<file path="config.mk">
export PLATFORM = sky130hd
export DESIGN_NAME = dgr_diag_regs
export DESIGN_NICKNAME = d
export VERILOG_FILES = /design/src/rtl/dgr_pkg.sv /design/src/rtl/dgr_detect_latch.sv /design/src/rtl/dgr_diag_regs.sv
export VERILOG_INCLUDE_DIRS = /design/src /design/src/rtl
export SDC_FILE = /design/constraint.sdc
export NUM_CORES = 1
export LEC_CHECK = 0
export ABC_AREA = 1
export BUFFER_PORTS_ARGS = -buffer_cell sky130_fd_sc_hd__buf_4
export CAP_MARGIN = 25
export CORE_MARGIN = 2
export CORE_UTILIZATION = 50
export DETAILED_ROUTE_END_ITERATION = 8
export PLACE_DENSITY = 0.87
export RECOVER_POWER = 50
export SLEW_MARGIN = 20
export SYNTH_ARGS = -nofsm -noshare
export SYNTH_HDL_FRONTEND = slang
export SYNTH_SLANG_ARGS = --single-unit
export TNS_END_PERCENT = 50
</file>
<file path="constraint.sdc">
create_clock -name clk -period 0.9 [get_ports clk]
set_input_delay 0.135 -clock clk [delete_from_list [all_inputs] [get_ports clk]]
set_output_delay 0.135 -clock clk [all_outputs]
set_load 0.02 [all_outputs]
</file>
<file path="src/rtl/dgr_consts.svh">
`ifndef DGR_CONSTS_SVH
`define DGR_CONSTS_SVH

// Register offsets on the internal register port.
`define DGR_OFF_STATE 8'h14
`define DGR_OFF_IN_DUTY 8'h16
`define DGR_OFF_OUT_DUTY 8'h18
`define DGR_OFF_SINK 8'h1A
`define DGR_OFF_BOOST 8'h1C
`define DGR_OFF_CONFIG 8'h1E

// Field widths.
`define DGR_STATE_W 5
`define DGR_DUTY_W 16
`define DGR_SINK_W 12
`define DGR_BOOST_W 11
`define DGR_CODE3_W 3

// Field positions in the detected-configuration word.
`define DGR_DIMF_LSB 12
`define DGR_LAYOUT_LSB 8
`define DGR_SWF_LSB 3
`define DGR_MODE_LSB 0

// Reset values.
`define DGR_RST_WORD 16'h0000
`define DGR_RST_STATE 5'h00
`define DGR_RST_SINK 12'h000
`define DGR_RST_BOOST 11'h000

// Live state codes.
`define DGR_ST_OFF 5'h00
`define DGR_ST_REG_POWERUP 5'h01
`define DGR_ST_FUSE_LOAD 5'h02
`define DGR_ST_STANDBY 5'h03
`define DGR_ST_RAMP_FIRST 5'h04
`define DGR_ST_RAMP_LAST 5'h0F
`define DGR_ST_NORMAL 5'h10
`define DGR_ST_SHUTDOWN 5'h11
`define DGR_ST_FAULT_RETRY 5'h12
`define DGR_ST_ALL_FAILED 5'h13

`endif

</file>
<file path="src/rtl/dgr_pkg.sv">
package dgr_pkg;

  typedef enum logic [2:0] {
    DGR_SEL_STATE,
    DGR_SEL_IN_DUTY,
    DGR_SEL_OUT_DUTY,
    DGR_SEL_SINK,
    DGR_SEL_BOOST,
    DGR_SEL_CONFIG,
    DGR_SEL_NONE
  } dgr_sel_t;

  typedef logic [15:0] dgr_word_t;

endpackage

</file>
<file path="src/rtl/dgr_detect_latch.sv">
`timescale 1ns/10ps
`include "dgr_consts.svh"

module dgr_detect_latch (
  // Clock and reset.
  input wire logic clk,
  input wire logic rst_n,
  // Detection results.
  input wire logic detect_valid,
  input wire logic [2:0] detected_dim_freq,
  input wire logic [2:0] detected_string_layout,
  input wire logic [2:0] detected_switch_freq,
  input wire logic [2:0] detected_mode_addr,
  // Packed word.
  output dgr_pkg::dgr_word_t config_word
);

  dgr_pkg::dgr_word_t config_reg;

  // The resistors are sensed once after power-up, so the word is held between detections.
  always_ff @(posedge clk or negedge rst_n) begin
    if (!rst_n) begin
      config_reg <= `DGR_RST_WORD;
    end else if (detect_valid) begin
      config_reg <= '0;
      config_reg[`DGR_DIMF_LSB +: `DGR_CODE3_W] <= detected_dim_freq;
      config_reg[`DGR_LAYOUT_LSB +: `DGR_CODE3_W] <= detected_string_layout;
      config_reg[`DGR_SWF_LSB +: `DGR_CODE3_W] <= detected_switch_freq;
      config_reg[`DGR_MODE_LSB +: `DGR_CODE3_W] <= detected_mode_addr;
    end
  end

  assign config_word = config_reg;

  a_cfg_capture: assert property (@(posedge clk) disable iff (!rst_n)
    detect_valid |=> config_word == {1'b0, $past(detected_dim_freq), 1'b0, $past(detected_string_layout),
                                     2'b00, $past(detected_switch_freq), $past(detected_mode_addr)})
    else $error("Detected configuration not packed correctly.");

  a_cfg_holds: assert property (@(posedge clk) disable iff (!rst_n)
    !detect_valid |=> $stable(config_word))
    else $error("Detected configuration changed without a detection.");

endmodule

</file>
<file path="src/rtl/dgr_diag_regs.sv">
`timescale 1ns/10ps
`include "dgr_consts.svh"

module dgr_diag_regs (
  // Clock and reset.
  input wire logic clk,
  input wire logic rst_n,
  // Register port from the serial control engine.
  input wire logic [7:0] reg_addr,
  input wire logic reg_rd,
  input wire logic reg_wr,
  input wire logic [15:0] reg_wdata,
  output logic [15:0] reg_rdata,
  output logic reg_ack,
  output logic reg_hit,
  // Live values from the device logic.
  input wire logic [4:0] live_state_code,
  input wire logic in_duty_valid,
  input wire logic [15:0] in_duty_code,
  input wire logic [15:0] out_duty_code,
  input wire logic [11:0] sink_current_code,
  input wire logic [10:0] boost_voltage_code,
  // Resistor detection results.
  input wire logic detect_valid,
  input wire logic [2:0] detected_dim_freq,
  input wire logic [2:0] detected_string_layout,
  input wire logic [2:0] detected_switch_freq,
  input wire logic [2:0] detected_mode_addr
);

  function automatic dgr_pkg::dgr_sel_t dgr_decode(input logic [7:0] addr);
    case (addr)
      `DGR_OFF_STATE: dgr_decode = dgr_pkg::DGR_SEL_STATE;
      `DGR_OFF_IN_DUTY: dgr_decode = dgr_pkg::DGR_SEL_IN_DUTY;
      `DGR_OFF_OUT_DUTY: dgr_decode = dgr_pkg::DGR_SEL_OUT_DUTY;
      `DGR_OFF_SINK: dgr_decode = dgr_pkg::DGR_SEL_SINK;
      `DGR_OFF_BOOST: dgr_decode = dgr_pkg::DGR_SEL_BOOST;
      `DGR_OFF_CONFIG: dgr_decode = dgr_pkg::DGR_SEL_CONFIG;
      default: dgr_decode = dgr_pkg::DGR_SEL_NONE;
    endcase
  endfunction

  // Reserved bits are padded in one place so the state, sink and boost words keep their upper bits at zero.
  function automatic dgr_pkg::dgr_word_t dgr_state_word(input logic [4:0] code);
    dgr_state_word = {11'h000, code};
  endfunction

  function automatic dgr_pkg::dgr_word_t dgr_sink_word(input logic [11:0] code);
    dgr_sink_word = {4'h0, code};
  endfunction

  function automatic dgr_pkg::dgr_word_t dgr_boost_word(input logic [10:0] code);
    dgr_boost_word = {5'h00, code};
  endfunction

  logic [4:0] state_reg;
  logic [15:0] in_duty_reg;
  logic [15:0] out_duty_reg;
  logic [11:0] sink_reg;
  logic [10:0] boost_reg;
  dgr_pkg::dgr_word_t config_word;
  dgr_pkg::dgr_sel_t rd_sel;
  dgr_pkg::dgr_word_t rdata_next;
  logic [15:0] rdata_reg;
  logic ack_reg;
  logic hit_reg;

  dgr_detect_latch u_detect (
    .clk(clk),
    .rst_n(rst_n),
    .detect_valid(detect_valid),
    .detected_dim_freq(detected_dim_freq),
    .detected_string_layout(detected_string_layout),
    .detected_switch_freq(detected_switch_freq),
    .detected_mode_addr(detected_mode_addr),
    .config_word(config_word)
  );

  // The live state code is sampled every cycle; the register port alone can never alter it.
  always_ff @(posedge clk or negedge rst_n) begin
    if (!rst_n) begin
      state_reg <= `DGR_RST_STATE;
    end else begin
      state_reg <= live_state_code;
    end
  end

  // The measured duty only moves when the measurement logic finishes a period.
  always_ff @(posedge clk or negedge rst_n) begin
    if (!rst_n) begin
      in_duty_reg <= `DGR_RST_WORD;
    end else if (in_duty_valid) begin
      in_duty_reg <= in_duty_code;
    end
  end

  // Output duty, sink and boost codes are levels, so they are simply resampled every cycle.
  always_ff @(posedge clk or negedge rst_n) begin
    if (!rst_n) begin
      out_duty_reg <= `DGR_RST_WORD;
    end else begin
      out_duty_reg <= out_duty_code;
    end
  end

  always_ff @(posedge clk or negedge rst_n) begin
    if (!rst_n) begin
      sink_reg <= `DGR_RST_SINK;
    end else begin
      sink_reg <= sink_current_code;
    end
  end

  always_ff @(posedge clk or negedge rst_n) begin
    if (!rst_n) begin
      boost_reg <= `DGR_RST_BOOST;
    end else begin
      boost_reg <= boost_voltage_code;
    end
  end

  assign rd_sel = dgr_decode(reg_addr);

  always_comb begin
    rdata_next = `DGR_RST_WORD;
    case (rd_sel)
      dgr_pkg::DGR_SEL_STATE: rdata_next = dgr_state_word(state_reg);
      dgr_pkg::DGR_SEL_IN_DUTY: rdata_next = in_duty_reg;
      dgr_pkg::DGR_SEL_OUT_DUTY: rdata_next = out_duty_reg;
      dgr_pkg::DGR_SEL_SINK: rdata_next = dgr_sink_word(sink_reg);
      dgr_pkg::DGR_SEL_BOOST: rdata_next = dgr_boost_word(boost_reg);
      dgr_pkg::DGR_SEL_CONFIG: rdata_next = config_word;
      default: rdata_next = `DGR_RST_WORD;
    endcase
  end

  // Writes are acknowledged so the serial engine does not stall, but their data is dropped.
  always_ff @(posedge clk or negedge rst_n) begin
    if (!rst_n) begin
      ack_reg <= 1'b0;
    end else begin
      ack_reg <= reg_rd | reg_wr;
    end
  end

  // A write to a mapped word still reports a hit, so the engine can tell a bad address from a refused write.
  always_ff @(posedge clk or negedge rst_n) begin
    if (!rst_n) begin
      hit_reg <= 1'b0;
    end else begin
      hit_reg <= (reg_rd | reg_wr) && (rd_sel != dgr_pkg::DGR_SEL_NONE);
    end
  end

  // Read data is captured in one cycle so a multi-bit value is never torn across bytes.
  always_ff @(posedge clk or negedge rst_n) begin
    if (!rst_n) begin
      rdata_reg <= `DGR_RST_WORD;
    end else if (reg_rd) begin
      rdata_reg <= rdata_next;
    end else begin
      rdata_reg <= `DGR_RST_WORD;
    end
  end

  assign reg_rdata = rdata_reg;
  assign reg_ack = ack_reg;
  assign reg_hit = hit_reg;

  a_state_read: assert property (@(posedge clk) disable iff (!rst_n)
    reg_rd && reg_addr == `DGR_OFF_STATE |=> reg_ack && reg_rdata == {11'h000, $past(live_state_code, 2)})
    else $error("State word does not show the live state code.");

  a_state_resv: assert property (@(posedge clk) disable iff (!rst_n)
    reg_rd && reg_addr == `DGR_OFF_STATE |=> reg_rdata[15:5] == 11'h000)
    else $error("Reserved state bits are not zero.");

  a_in_duty_read: assert property (@(posedge clk) disable iff (!rst_n)
    in_duty_valid ##1 !in_duty_valid [*3] ##1 (!in_duty_valid && reg_rd && reg_addr == `DGR_OFF_IN_DUTY)
      |=> reg_rdata == $past(in_duty_code, 5))
    else $error("Input duty word does not show the last measurement.");

  a_in_duty_hold: assert property (@(posedge clk) disable iff (!rst_n)
    !in_duty_valid |=> $stable(in_duty_reg))
    else $error("Input duty changed without a measurement.");

  a_out_duty_read: assert property (@(posedge clk) disable iff (!rst_n)
    reg_rd && reg_addr == `DGR_OFF_OUT_DUTY |=> reg_rdata == $past(out_duty_code, 2))
    else $error("Output duty word is wrong.");

  a_sink_read: assert property (@(posedge clk) disable iff (!rst_n)
    reg_rd && reg_addr == `DGR_OFF_SINK |=> reg_rdata == {4'h0, $past(sink_current_code, 2)})
    else $error("Sink current word is wrong.");

  a_boost_read: assert property (@(posedge clk) disable iff (!rst_n)
    reg_rd && reg_addr == `DGR_OFF_BOOST |=> reg_rdata == {5'h00, $past(boost_voltage_code, 2)})
    else $error("Boost voltage word is wrong.");

  a_cfg_resv: assert property (@(posedge clk) disable iff (!rst_n)
    reg_rd && reg_addr == `DGR_OFF_CONFIG |=> reg_rdata[15] == 1'b0 && reg_rdata == $past(config_word))
    else $error("Configuration word read is wrong.");

  a_write_ignored: assert property (@(posedge clk) disable iff (!rst_n)
    reg_wr && !reg_rd && !detect_valid |=> reg_ack && reg_rdata == 16'h0000 && $stable(config_word))
    else $error("Write had an effect on the diagnostic words.");

  a_unmapped_zero: assert property (@(posedge clk) disable iff (!rst_n)
    reg_rd && dgr_decode(reg_addr) == dgr_pkg::DGR_SEL_NONE |=> reg_ack && !reg_hit && reg_rdata == 16'h0000)
    else $error("Unmapped read did not return zero.");

  a_ack_single: assert property (@(posedge clk) disable iff (!rst_n)
    !reg_rd && !reg_wr |=> !reg_ack)
    else $error("Acknowledge without a request.");

  // The checks below also pin down the port timing that the serial engine relies on.
  a_ack_follows: assert property (@(posedge clk) disable iff (!rst_n)
    reg_rd || reg_wr
      |=> reg_ack)
    else $error("Request was not acknowledged in the next cycle.");

  a_hit_needs_ack: assert property (@(posedge clk) disable iff (!rst_n)
    reg_hit
      |-> reg_ack)
    else $error("Hit flagged without an acknowledge.");

  a_hit_idle: assert property (@(posedge clk) disable iff (!rst_n)
    !reg_rd && !reg_wr
      |=> !reg_hit)
    else $error("Hit flagged without a request.");

  a_hit_mapped: assert property (@(posedge clk) disable iff (!rst_n)
    (reg_rd || reg_wr) && dgr_decode(reg_addr) != dgr_pkg::DGR_SEL_NONE
      |=> reg_hit)
    else $error("Mapped access did not report a hit.");

  a_rdata_idle: assert property (@(posedge clk) disable iff (!rst_n)
    !reg_rd
      |=> reg_rdata == 16'h0000)
    else $error("Read data not zero outside a read.");

  a_sink_resv: assert property (@(posedge clk) disable iff (!rst_n)
    reg_rd && reg_addr == `DGR_OFF_SINK
      |=> reg_rdata[15:12] == 4'h0)
    else $error("Reserved sink current bits are not zero.");

  a_boost_resv: assert property (@(posedge clk) disable iff (!rst_n)
    reg_rd && reg_addr == `DGR_OFF_BOOST
      |=> reg_rdata[15:11] == 5'h00)
    else $error("Reserved boost voltage bits are not zero.");

  a_cfg_gap_zero: assert property (@(posedge clk) disable iff (!rst_n)
    reg_rd && reg_addr == `DGR_OFF_CONFIG
      |=> reg_rdata[11] == 1'b0 && reg_rdata[7:6] == 2'b00)
    else $error("Unused configuration bits are not zero.");

  a_state_tracks: assert property (@(posedge clk) disable iff (!rst_n)
    1'b1
      |=> state_reg == $past(live_state_code))
    else $error("State copy does not follow the live state code.");

  a_out_tracks: assert property (@(posedge clk) disable iff (!rst_n)
    1'b1
      |=> out_duty_reg == $past(out_duty_code))
    else $error("Output duty copy does not follow its source.");

  a_sink_tracks: assert property (@(posedge clk) disable iff (!rst_n)
    1'b1
      |=> sink_reg == $past(sink_current_code))
    else $error("Sink current copy does not follow its source.");

  a_boost_tracks: assert property (@(posedge clk) disable iff (!rst_n)
    1'b1
      |=> boost_reg == $past(boost_voltage_code))
    else $error("Boost voltage copy does not follow its source.");

  a_in_duty_load: assert property (@(posedge clk) disable iff (!rst_n)
    in_duty_valid
      |=> in_duty_reg == $past(in_duty_code))
    else $error("Input duty not loaded on a measurement.");

  a_in_duty_word: assert property (@(posedge clk) disable iff (!rst_n)
    reg_rd && reg_addr == `DGR_OFF_IN_DUTY
      |=> reg_rdata == $past(in_duty_reg))
    else $error("Input duty read does not show the held word.");

  a_read_no_effect: assert property (@(posedge clk) disable iff (!rst_n)
    reg_rd && !detect_valid
      |=> $stable(config_word))
    else $error("Read changed the detected configuration.");

  c_read_normal: cover property (@(posedge clk) disable iff (!rst_n)
    reg_rd && reg_addr == `DGR_OFF_STATE && state_reg == `DGR_ST_NORMAL);

  c_read_ramp: cover property (@(posedge clk) disable iff (!rst_n)
    reg_rd && reg_addr == `DGR_OFF_STATE && state_reg >= `DGR_ST_RAMP_FIRST && state_reg <= `DGR_ST_RAMP_LAST);

  c_read_config: cover property (@(posedge clk) disable iff (!rst_n)
    detect_valid ##[1:20] (reg_rd && reg_addr == `DGR_OFF_CONFIG));

  c_write_dropped: cover property (@(posedge clk) disable iff (!rst_n)
    reg_wr && reg_addr == `DGR_OFF_OUT_DUTY && reg_wdata != 16'h0000);

  c_read_unmapped: cover property (@(posedge clk) disable iff (!rst_n)
    reg_rd && dgr_decode(reg_addr) == dgr_pkg::DGR_SEL_NONE);

endmodule

</file>
# [After elaboration in Yosys (flattened, before gate mapping)]
# Cells that the tools add are included.
[classes] n_eq_ne=12 n_bitwise=1 n_mux=3 reduce_logical=2
[ops] cell="$pmux W16 S6" n=1
[ops] cell="$eq A8 B5 Y1 const B" n=6
[ops] cell="$pmux W3 S6" n=1
[ops] cell="$mux W16" n=1
[ops] cell="$eq A3 B2 Y1 const B" n=2
[ops] cell="$eq A3 B3 Y1 const B" n=2
[ops] cell="$eq A3 B1 Y1 const B" n=1
[ops] cell="$logic_not A3 Y1" n=1
[ops] cell="$ne A3 B3 Y1 const B" n=1
[ops] cell="$logic_and A1 B1 Y1" n=1
[ops] cell="$or A1 B1 Y1" n=1
[word_totals] in_bits=102 out_inout_bits=18 elab_cells=27 reg_bits=90

# [Logic depth before layout (Yosys ltp)]
# Gate-level depths: netlist of the first run.
[depth] depth_word=5 depth_mapped=14 depth_no_buf=13

# [Hierarchy]
# Synthesis of the first run repeated with hierarchy kept, for this count alone.
[unflattened] hier_cells=363 hier_area_um2=3644.7
[modules_own_cells] module="dgr_diag_regs" seq_area_each_um2=1951.9 cells_each=307 n_inst=1 area_each_um2=3153.0
[modules_own_cells] module="dgr_detect_latch" seq_area_each_um2=300.3 cells_each=56 n_inst=1 area_each_um2=491.7

# [Worst setup path before layout of the first run]
# OpenSTA, ideal clock, no wires.
[synth_timing] kind="input port to flip-flop" from="input reg_addr[6]" to="register rdata_reg[10], in the netlist reg_rdata[10]" n_path_buf=2 setup_ns=0.073 path_slack_ns=-0.787 t_arrival_ns=1.614 t_required_ns=0.827 stages=14 cell_sequence="inv_1 nand2_1 nor2_4 nand3_2 buf_4 ha_1 nand2_4 nand2_2 clkinv_2 a21oi_2 nor2_4 inv_2 buf_6 a21oi_2"
[synth_between] elab_chain_len=5 elab_cells_between_ends=15 classes_between="11 x eq/ne; 3 x mux; 1 x reduce/logical"
[synth_rtl] item="start: declaration" line="dgr_diag_regs.sv:9" source="input wire logic [7:0] reg_addr,"
[synth_rtl] item="$eq A8 B5 Y1" line="dgr_diag_regs.sv:32" source="case (addr)"
[synth_rtl] item="$pmux W3 S6 (*)" line="dgr_diag_regs.sv:32"
[synth_rtl] item="$eq A3 B3 Y1 (tied with other cells)" line="dgr_diag_regs.sv:126" source="case (rd_sel)"
[synth_rtl] item="$pmux W16 S6 (*)" line="dgr_diag_regs.sv:126"
[synth_rtl] item="$mux W16 (*)" line="dgr_diag_regs.sv:159" source="end else if (reg_rd) begin"
[synth_rtl] item="end signal: assignment" line="dgr_diag_regs.sv:158" source="rdata_reg <= `DGR_RST_WORD;"
[synth_rtl] item="end signal: assignment" line="dgr_diag_regs.sv:160" source="rdata_reg <= rdata_next;"
[synth_rtl] item="end signal: assignment" line="dgr_diag_regs.sv:162" source="rdata_reg <= `DGR_RST_WORD;"
[synth_rtl] item="end: declaration" line="dgr_diag_regs.sv:64" source="logic [15:0] rdata_reg;"
# Mark *: on every way between the ends. The rest lies on a longest branch, timed or not.
# A chain may end at the register's enable or synchronous reset.

# [Final worst setup path of the first run]
[layout_timing] from="input reg_addr[2]" to="register rdata_reg[3], in the netlist reg_rdata[3]"
# The elaborated chain is that of the path after synthesis.

==> summary.md, run 1 <==
| Metric | Value |
|---|---|
| Die area | `7897 um^2` |
| Startpoint Class | `input port` |
| Setup CP Type | `in -> reg` |
| Most frequent cells in the layout | `90 x dfrtp_1, 57 x buf_4, 50 x dlygate4sd3_1, 41 x clkbuf_4, 29 x buf_6` |
| Final min period | `between 1 and 1.5 ns` |
| Synthesis Warnings | `0` |
| Clock Skew | `~0.010 ns` |
| CTS tree | `yes` |
| Least-Margin Pin Slew | `0.4271 ns` |
| Port bufs | `~100` |
| WHS | `about 0.0084 ns` |
| Yosys cell types | `30` |
| Grt total ovfl | `0` |
| DRT iter0 DRCs | `229` |
| Post-synth top flop | `dfrtp_1` |
| Largest net degree at the start of global routing | `48` |
| DR DRC count | `0` |
| Critical Path Start | `reg_addr[2]` |
| Die Y-Extent | `between 80 and 90 um` |
| Area of the core | `6869 um^2` |
| Most common cell after layout, fill and taps aside | `dfrtp_1` |
| Setup-failing EPs final | `34` |
| Die Wd | `88.87 um` |
| Post-DP HPWL | `roughly 6700 um` |
| Clock latency on the worst-skew pair | `~0.35 ns` |
| First-pass DRT Iterations | `5` |
| Via Count | `3,421` |
| Leakage | `between 2 and 3 nW` |
| Sequential element share of the synthesized area | `62.54%` |
| Cell count after synthesis | `~330` |
| Post-route cell area | `about 5800 um^2` |
| Place WS | `-0.8538 ns` |
| Status | `complete, but fails checks` |
| Fin. Hold Viols | `0` |
| Post-Syn Nets | `~430` |
| GPL Wtd Cong | `about 0.85` |
| Synth Cell Area | `3601 um^2` |
| Nets | `just over 600` |
| H-Tree Depth | `3` |
| Clock root cell | `clkbuf_8` |
| Vias in the first global route | `3,504` |
| Hold Startpoint | `in_duty_code[4]` |
| Avg Vias per Cell | `around 5.5` |
| Final WS setup | `-0.5345 ns` |
| Post-synth EDFFs | `0` |
| Max-Cap Viols | `0` |
| Initial core utilization | `a little over half` |
| Crit-path cells | `buf_4 -> nand2_1 -> inv_2 -> nand2_2 -> nor2_8 -> inv_6 -> ha_4 -> nand2_4 -> nand2_4 -> clkinv_4 -> buf_4 -> nand3_1 -> nand3_2 -> nor2_2 -> nor2_2` |
| CTS buffer count | `9` |
| Largest fanout on the critical path | `6` |
| Critical R2R Launch | `boost_reg[3]` |
| Pwr Total | `around 8 mW` |
| First-pass GRT wire length | `16,930 um` |
| Initial antenna violation count | `0` |
| Number of diodes | `0` |
| Slowest stage delay, CP | `around 0.17 ns` |
| CP Data Required Time | `1.16 ns` |
| Max Buffers Root-to-Sink | `2` |
| WP data arrival | `approximately 1.7 ns` |
| Area Growth Syn to Fin | `61.78%` |
| PD cells | `~1400 nW/um^2` |
| Layout cells sized above 1 | `approximately 47%` |
| Post-route ant nets | `0` |
| Site Rows | `30` |
| Final Slew Violations | `0` |
| Peak Freq | `0.6971 GHz` |
| Clock sink count | `90` |
| Hold crit path type | `in -> reg` |
| Unrepaired setup endpoints after global routing | `yes` |
| Drt total wl | `about 13,000 um` |
| Routed len/inst | `between 20 and 25 um` |
| GRT Overall Usage | `around 29%` |
| Asr flop ratio synth | `100.0%` |
| Seq cells post-synth | `90` |
| Failing checks | `setup timing` |
| Max IR drop VDD | `~0.0011 V` |
| Syn avg cell area | `around 11 um^2` |
| Reg clk slew, reported paths | `~0.10 ns` |
| Area of placed instances | `4768 um^2` |
| Critical Path End Type | `register` |
| I/O pin cnt | `120` |
| Fin crit share | `159.4%` |
| Crit path max-delay cell type | `ha_4` |
| Slew margin rel. | `a little under three quarters` |
[repair_timing]
action | in CTS | in global routing
hold endpoints to repair | 139 | 0
pin swaps | 14 | 28
setup endpoints to repair | 34 | 34
buffers inserted | 1 | 4
gates resized for setup | 32 | 41
gates cloned | 0 | 4
hold buffers | 50 | 0
[cells by family after synthesis]
family                     after synthesis  synth area share, %
AOI/OAI and AO/OA                       23                4.066
muxes                                   18                5.629
buffers and inverters                   45                5.490
adders and majority gates                1               0.3474
DFF                                     90                62.54
and+or+nand+nor                        154                21.92
[cell usage after synthesis (2+ instances only)]
| cell | count | area (um^2) |
|---|---|---|
| inv_1 | 31 | 116.4 |
| a21oi_1 | 2 | 10.01 |
| buf_2 | 2 | 10.01 |
| dfrtp_1 | 90 | 2252 |
| nand2_2 | 3 | 18.77 |
| mux2_2 | 18 | 202.7 |
| nand2_1 | 43 | 161.4 |
| nand3_2 | 4 | 40.04 |
| buf_4 | 4 | 30.03 |
| a21oi_2 | 3 | 26.28 |
| nand4_1 | 14 | 87.58 |
| o21ai_0 | 14 | 70.07 |
| nand3_1 | 39 | 195.2 |
| nor2_8 | 2 | 40.04 |
| nor2_1 | 34 | 127.6 |
| nor2_4 | 4 | 45.04 |
| clkbuf_1 | 3 | 11.26 |
| nor2_2 | 9 | 56.30 |
[report_power, final]
part	switching, mW	internal (mW)
registers	0.124	4.26
clock network	1.46	1.30
logic	0.414	0.553
total	2.00	6.11
[routing by layer]
| layer | GRT usage [%] | vias to the layer above | share of wire (%) | wire [um] |
|---|---|---|---|---|
| li1 | - | 1459 | - | - |
| met1 | 32.00 | 1675 | 35 | 4510 |
| met2 | 52.65 | 222 | 52 | 6614 |
| met3 | 7.649 | 65 | 7.9 | 1009 |
| met4 | 15.15 | 0 | 4.6 | 583 |
| met5 | 0 | - | 0 | 0 |
[worst max-delay path, delay by kind of cell]
| family | cells | cell delay, ns |
|---|---|---|
| AND/OR/NAND/NOR | 9 | 0.92 |
| adder cells (fa/ha/maj) | 1 | 0.17 |
| buffers and inverters | 5 | 0.45 |
[worst paths after layout]
| path | end | slack, ns | cells past startpoint |
|---|---|---|---|
| worst max-delay path | reg_rdata[3] | -0.53 | 15 |
| worst min-delay path | in_duty_reg[4] | 0.008 | 2 |
| worst max register to register | reg_rdata[3] | -0.05 | 4 |
| worst min register to register | u_detect.config_word[4] | 0.52 | 1 |
| max in group asynchronous | in_duty_reg[6] | 0.14 | 3 |
| min in group asynchronous | u_detect.config_word[2] | 0.43 | 3 |
[final cells by class]
cell class / count / area [um^2]
multi-input cells: 196 / 1349
well taps: 96 / 120.1
repair buffers: 189 / 1748
fillers: 319 / 1044
clock inverters: 6 / 65.06
inverters: 34 / 163.9
clock buffers: 10 / 127.6
flip-flops and latches: 90 / 2252
[metrics by stage]
step | instances | util (%) | setup TNS (ns)
finish | 621 | 84.81 | -9.671
global route | 621 | 84.81 | -11.14
CTS | 613 | 81.42 | -7.320
detailed placement | 546 | 69.42 | -12.84
global placement | 546 | 69.42 | -11.87
floorplan | 331 | - | -10.19
No activity file was read; power rests on OpenSTA's default activity.
==> run 2, diff against run 1 <==
==> constraint.sdc (replaced) <==
create_clock -name clk -period 0.9 [get_ports clk]
set_input_delay 0.045 -clock clk [delete_from_list [all_inputs] [get_ports clk]]
set_output_delay 0.045 -clock clk [all_outputs]
set_load 0.02 [all_outputs]
==> run 2 against run 1 <==
  * First-iteration DRC count is 37% higher
  * Largest power group unchanged
  * Utilization is 2.3 points higher
  * Worst setup slack better by 0.10 ns
  * Via count is 3.8% higher
  * Total power is 2.3% higher
  * Die area stayed put
  * Clock skew hardly changed
  * Global-route usage is 4.2 points higher
  * Hold slack better by 0.041 ns
  * Critical path type unchanged
  * The run still ends with setup timing left
  * Cell area is 2.7% higher
==> summary.md, run 2 (synthesis results as in run 1) <==
| Metric | Value |
|---|---|
| Routed len/inst | `21.07 um (+2.9%)` |
| Clock sink count | `90 (unchanged)` |
| Post-route ant nets | `0 (unchanged)` |
| Area of placed instances | `4741 um^2 (-0.58%)` |
| Util after Layout | `87.07% (+2.3 points)` |
| Hold Startpoint | `detect_valid` |
| Critical Path End Type | `register` |
| WP data arrival | `1.64 ns (-0.06 ns)` |
| Hold Path Sink | `u_detect.config_word[9]` |
| DRT iter0 DRCs | `314 (+37%)` |
| Die area | `7897 um^2 (unchanged)` |
| Layout cells sized above 1 | `44.61% (-2.3 points)` |
| GRT Overall Usage | `33.61% (+4.2 points)` |
| CTS tree | `yes` |
| Nets | `645 (+3.5%)` |
| Grt total ovfl | `0 (unchanged)` |
| Peak Freq | `0.7495 GHz (+7.5%)` |
| Clock power frac | `34.0% (about the same)` |
| Gate power share | `13.1% (+1.2 points)` |
| Vias in the first global route | `3,726 (+6.3%)` |
| Pwr Total | `8.298 mW (+2.3%)` |
| Fin crit share | `148.3% (-11 points)` |
| H-Tree Depth | `3 (unchanged)` |
| Post-route cell area | `5981 um^2 (+2.7%)` |
| Crit-path cells | `buf_4 -> inv_2 -> buf_4 -> nand2_1 -> nor2_1 -> nand2_2 -> nand2_4 -> nand3_4 -> nor2_2 -> nand2_1 -> nand3_1 -> nor2_1 -> nor2_2` |
| Post-DP HPWL | `6493 um (-3.7%)` |
| Reg clk slew, reported paths | `0.10 ns (about the same)` |
| Max-Cap Viols | `0 (unchanged)` |
| Max IR drop VDD | `0.0009964 V (-12%)` |
| Hold Path Cell Cnt | `3 (+1)` |
| Reg2reg path depth | `4 (unchanged)` |
| Final WS setup | `-0.4343 ns (+0.1002 ns)` |
| R2r setup slk | `-0.04 ns (about the same)` |
| Flop pwr share | `52.9% (-1.2 points)` |
| Worst path bufs/invs | `3 (-2)` |
| Final min period | `1.334 ns (-0.1002 ns)` |
| Most frequent cells in the layout | `90 x dfrtp_1, 74 x dlygate4sd3_1, 69 x buf_4, 39 x clkbuf_4, 33 x nand2_1` |
| Via Count | `3,552 (+3.8%)` |
| Fin. Hold Viols | `0 (unchanged)` |
| Die Wd | `88.87 um (unchanged)` |
| Clock Skew | `0.01032 ns (-0.0001055 ns)` |
| Largest fanout on the critical path | `5 (-1)` |
| Crit path max-delay cell type | `nor2_2` |
| Number of fill cells | `293 (-8.2%)` |
| Sw Share | `26.70% (+2.0 points)` |
| Clock latency on the worst-skew pair | `0.37 ns (+0.02 ns)` |
| GPL Wtd Cong | `0.7933 (-6.3%)` |
| I/O pin cnt | `120 (unchanged)` |
| Max Buffers Root-to-Sink | `2 (unchanged)` |
| Port bufs | `103 (unchanged)` |
| Unrepaired setup endpoints after global routing | `yes` |
| Drt total wl | `13,570 um (+6.7%)` |
| DR DRC count | `0 (unchanged)` |
| Cell-internal power | `6.082 mW (-0.50%)` |
| Setup-failing EPs final | `34 (unchanged)` |
| Clock root cell | `clkbuf_8` |
| CP Data Required Time | `1.21 ns (+0.05 ns)` |
| Failing checks | `setup timing` |
| Critical R2R Launch | `boost_reg[3]` |
| Status | `complete, but fails checks` |
| Most common cell after layout, fill and taps aside | `dfrtp_1` |
| Final Slew Violations | `0 (unchanged)` |
| Switch Pwr | `2.216 mW (+11%)` |
| PD cells | `1387 nW/um^2 (-0.39%)` |
| Site Rows | `30 (unchanged)` |
| Reg2reg end | `reg_rdata[3]` |
| Initial antenna violation count | `1 (+1)` |
| Leakage | `2.845 nW (+1.0%)` |
| Avg Vias per Cell | `5.516 (+0.12%)` |
| First-pass GRT wire length | `19,040 um (+13%)` |
| Initial core utilization | `52.42% (unchanged)` |
| First-pass DRT Iterations | `5 (unchanged)` |
| Slowest stage delay, CP | `0.27 ns (+0.10 ns)` |
| Setup CP Type | `in -> reg` |
| Die Y-Extent | `88.87 um (unchanged)` |
| CP top delay family | `simple AND/OR/NAND/NOR gates` |
| Largest net degree at the start of global routing | `49 (+2.1%)` |
| Slew margin rel. | `59.74% (-12 points)` |
| Area of the core | `6869 um^2 (unchanged)` |
| Hold crit path type | `in -> reg` |
| Area Growth Syn to Fin | `66.09%` |
| Least-Margin Pin Slew | `0.6039 ns (+0.1768 ns)` |
| Startpoint Class | `input port` |
| CTS buffer count | `9 (unchanged)` |
run 2: cell types whose count changed in the layout (fill, tap and decap cells not counted), moves of 3 or more:
| cell | delta |
|---|---|
| nand2_1 | +6 |
| buf_4 | +12 |
| buf_6 | -7 |
| clkbuf_1 | -4 |
| clkbuf_16 | -3 |
| dlygate4sd3_1 | +24 |
| nand2_2 | -6 |
run 2: how the worst max path moves through the flow:
stage                      startpoint       endpoint  slack (ns)  cells after the start
after floorplan           reg_addr[6]  reg_rdata[10]       -0.53                     14
after global placement    reg_addr[5]   reg_rdata[2]       -0.68                     12
after detailed placement  reg_addr[5]   reg_rdata[3]       -0.74                     12
after CTS                 reg_addr[7]   reg_rdata[1]       -0.29                     14
after global routing      reg_addr[0]   reg_rdata[3]       -0.48                     13
final                     reg_addr[0]   reg_rdata[3]       -0.43                     13
run 2: through the flow:
stage	hold WS, ns	setup TNS (ns)	instances	setup WS (ns)
final	0.04908	-6.546	644	-0.4343
after global routing	0.06256	-8.274	644	-0.4842
after CTS	0.05502	-4.331	640	-0.2942
after floorplan	-0.2506	-8.461	331	-0.5336
after detailed placement	0.04677	-10.90	544	-0.7428
after global placement	0.04375	-10.22	544	-0.6801
run 2: final cells by class:
| cell class | count | area, um^2 | share of cell area, % |
|---|---|---|---|
| antenna | 1 | 2.502 | 0.04184 |
| clock buffer | 11 | 151.4 | 2.531 |
| clock inverter | 5 | 45.04 | 0.7531 |
| inverter | 34 | 163.9 | 2.741 |
| multi-input combinational | 197 | 1358 | 22.70 |
| sequential | 90 | 2252 | 37.66 |
| tap | 96 | 120.1 | 2.008 |
| timing repair buffer | 210 | 1888 | 31.57 |
run 2: power by group through the flow:
stage	clock network [mW]	logic, mW	registers, mW
final	2.82	1.09	4.39
after global routing	2.99	1.16	4.40
after CTS	2.71	1.04	4.36
after detailed placement	0	0.754	4.44
after global placement	0	0.726	4.43
after floorplan	0	0.246	4.40
run 2: tightest hold or removal path, delay by kind of cell:
family / cells / cell delay [ns]
and+or+nand+nor: 1 / 0.08
AOI/OAI and AO/OA: 1 / 0.07
buffers and inverters: 1 / 0.19
run 2: timing repair:
item                       CTS  global route
setup buffers                8             2
hold endpoints to repair   163             0
resized for setup           56            19
hold buffers                74             0
setup endpoints to repair   34            34
pin swaps                   45            17
cloned                       0             1
run 2: layer usage:
layer | wire length [um] | part of all wire [%] | vias to the layer above | track usage (%)
li1 | - | - | 1504 | -
met1 | 4752 | 35 | 1711 | 37.69
met2 | 7116 | 52 | 265 | 62.01
met3 | 975 | 7.2 | 72 | 6.343
met4 | 721 | 5.3 | 0 | 14.33
met5 | 0 | 0 | - | 0
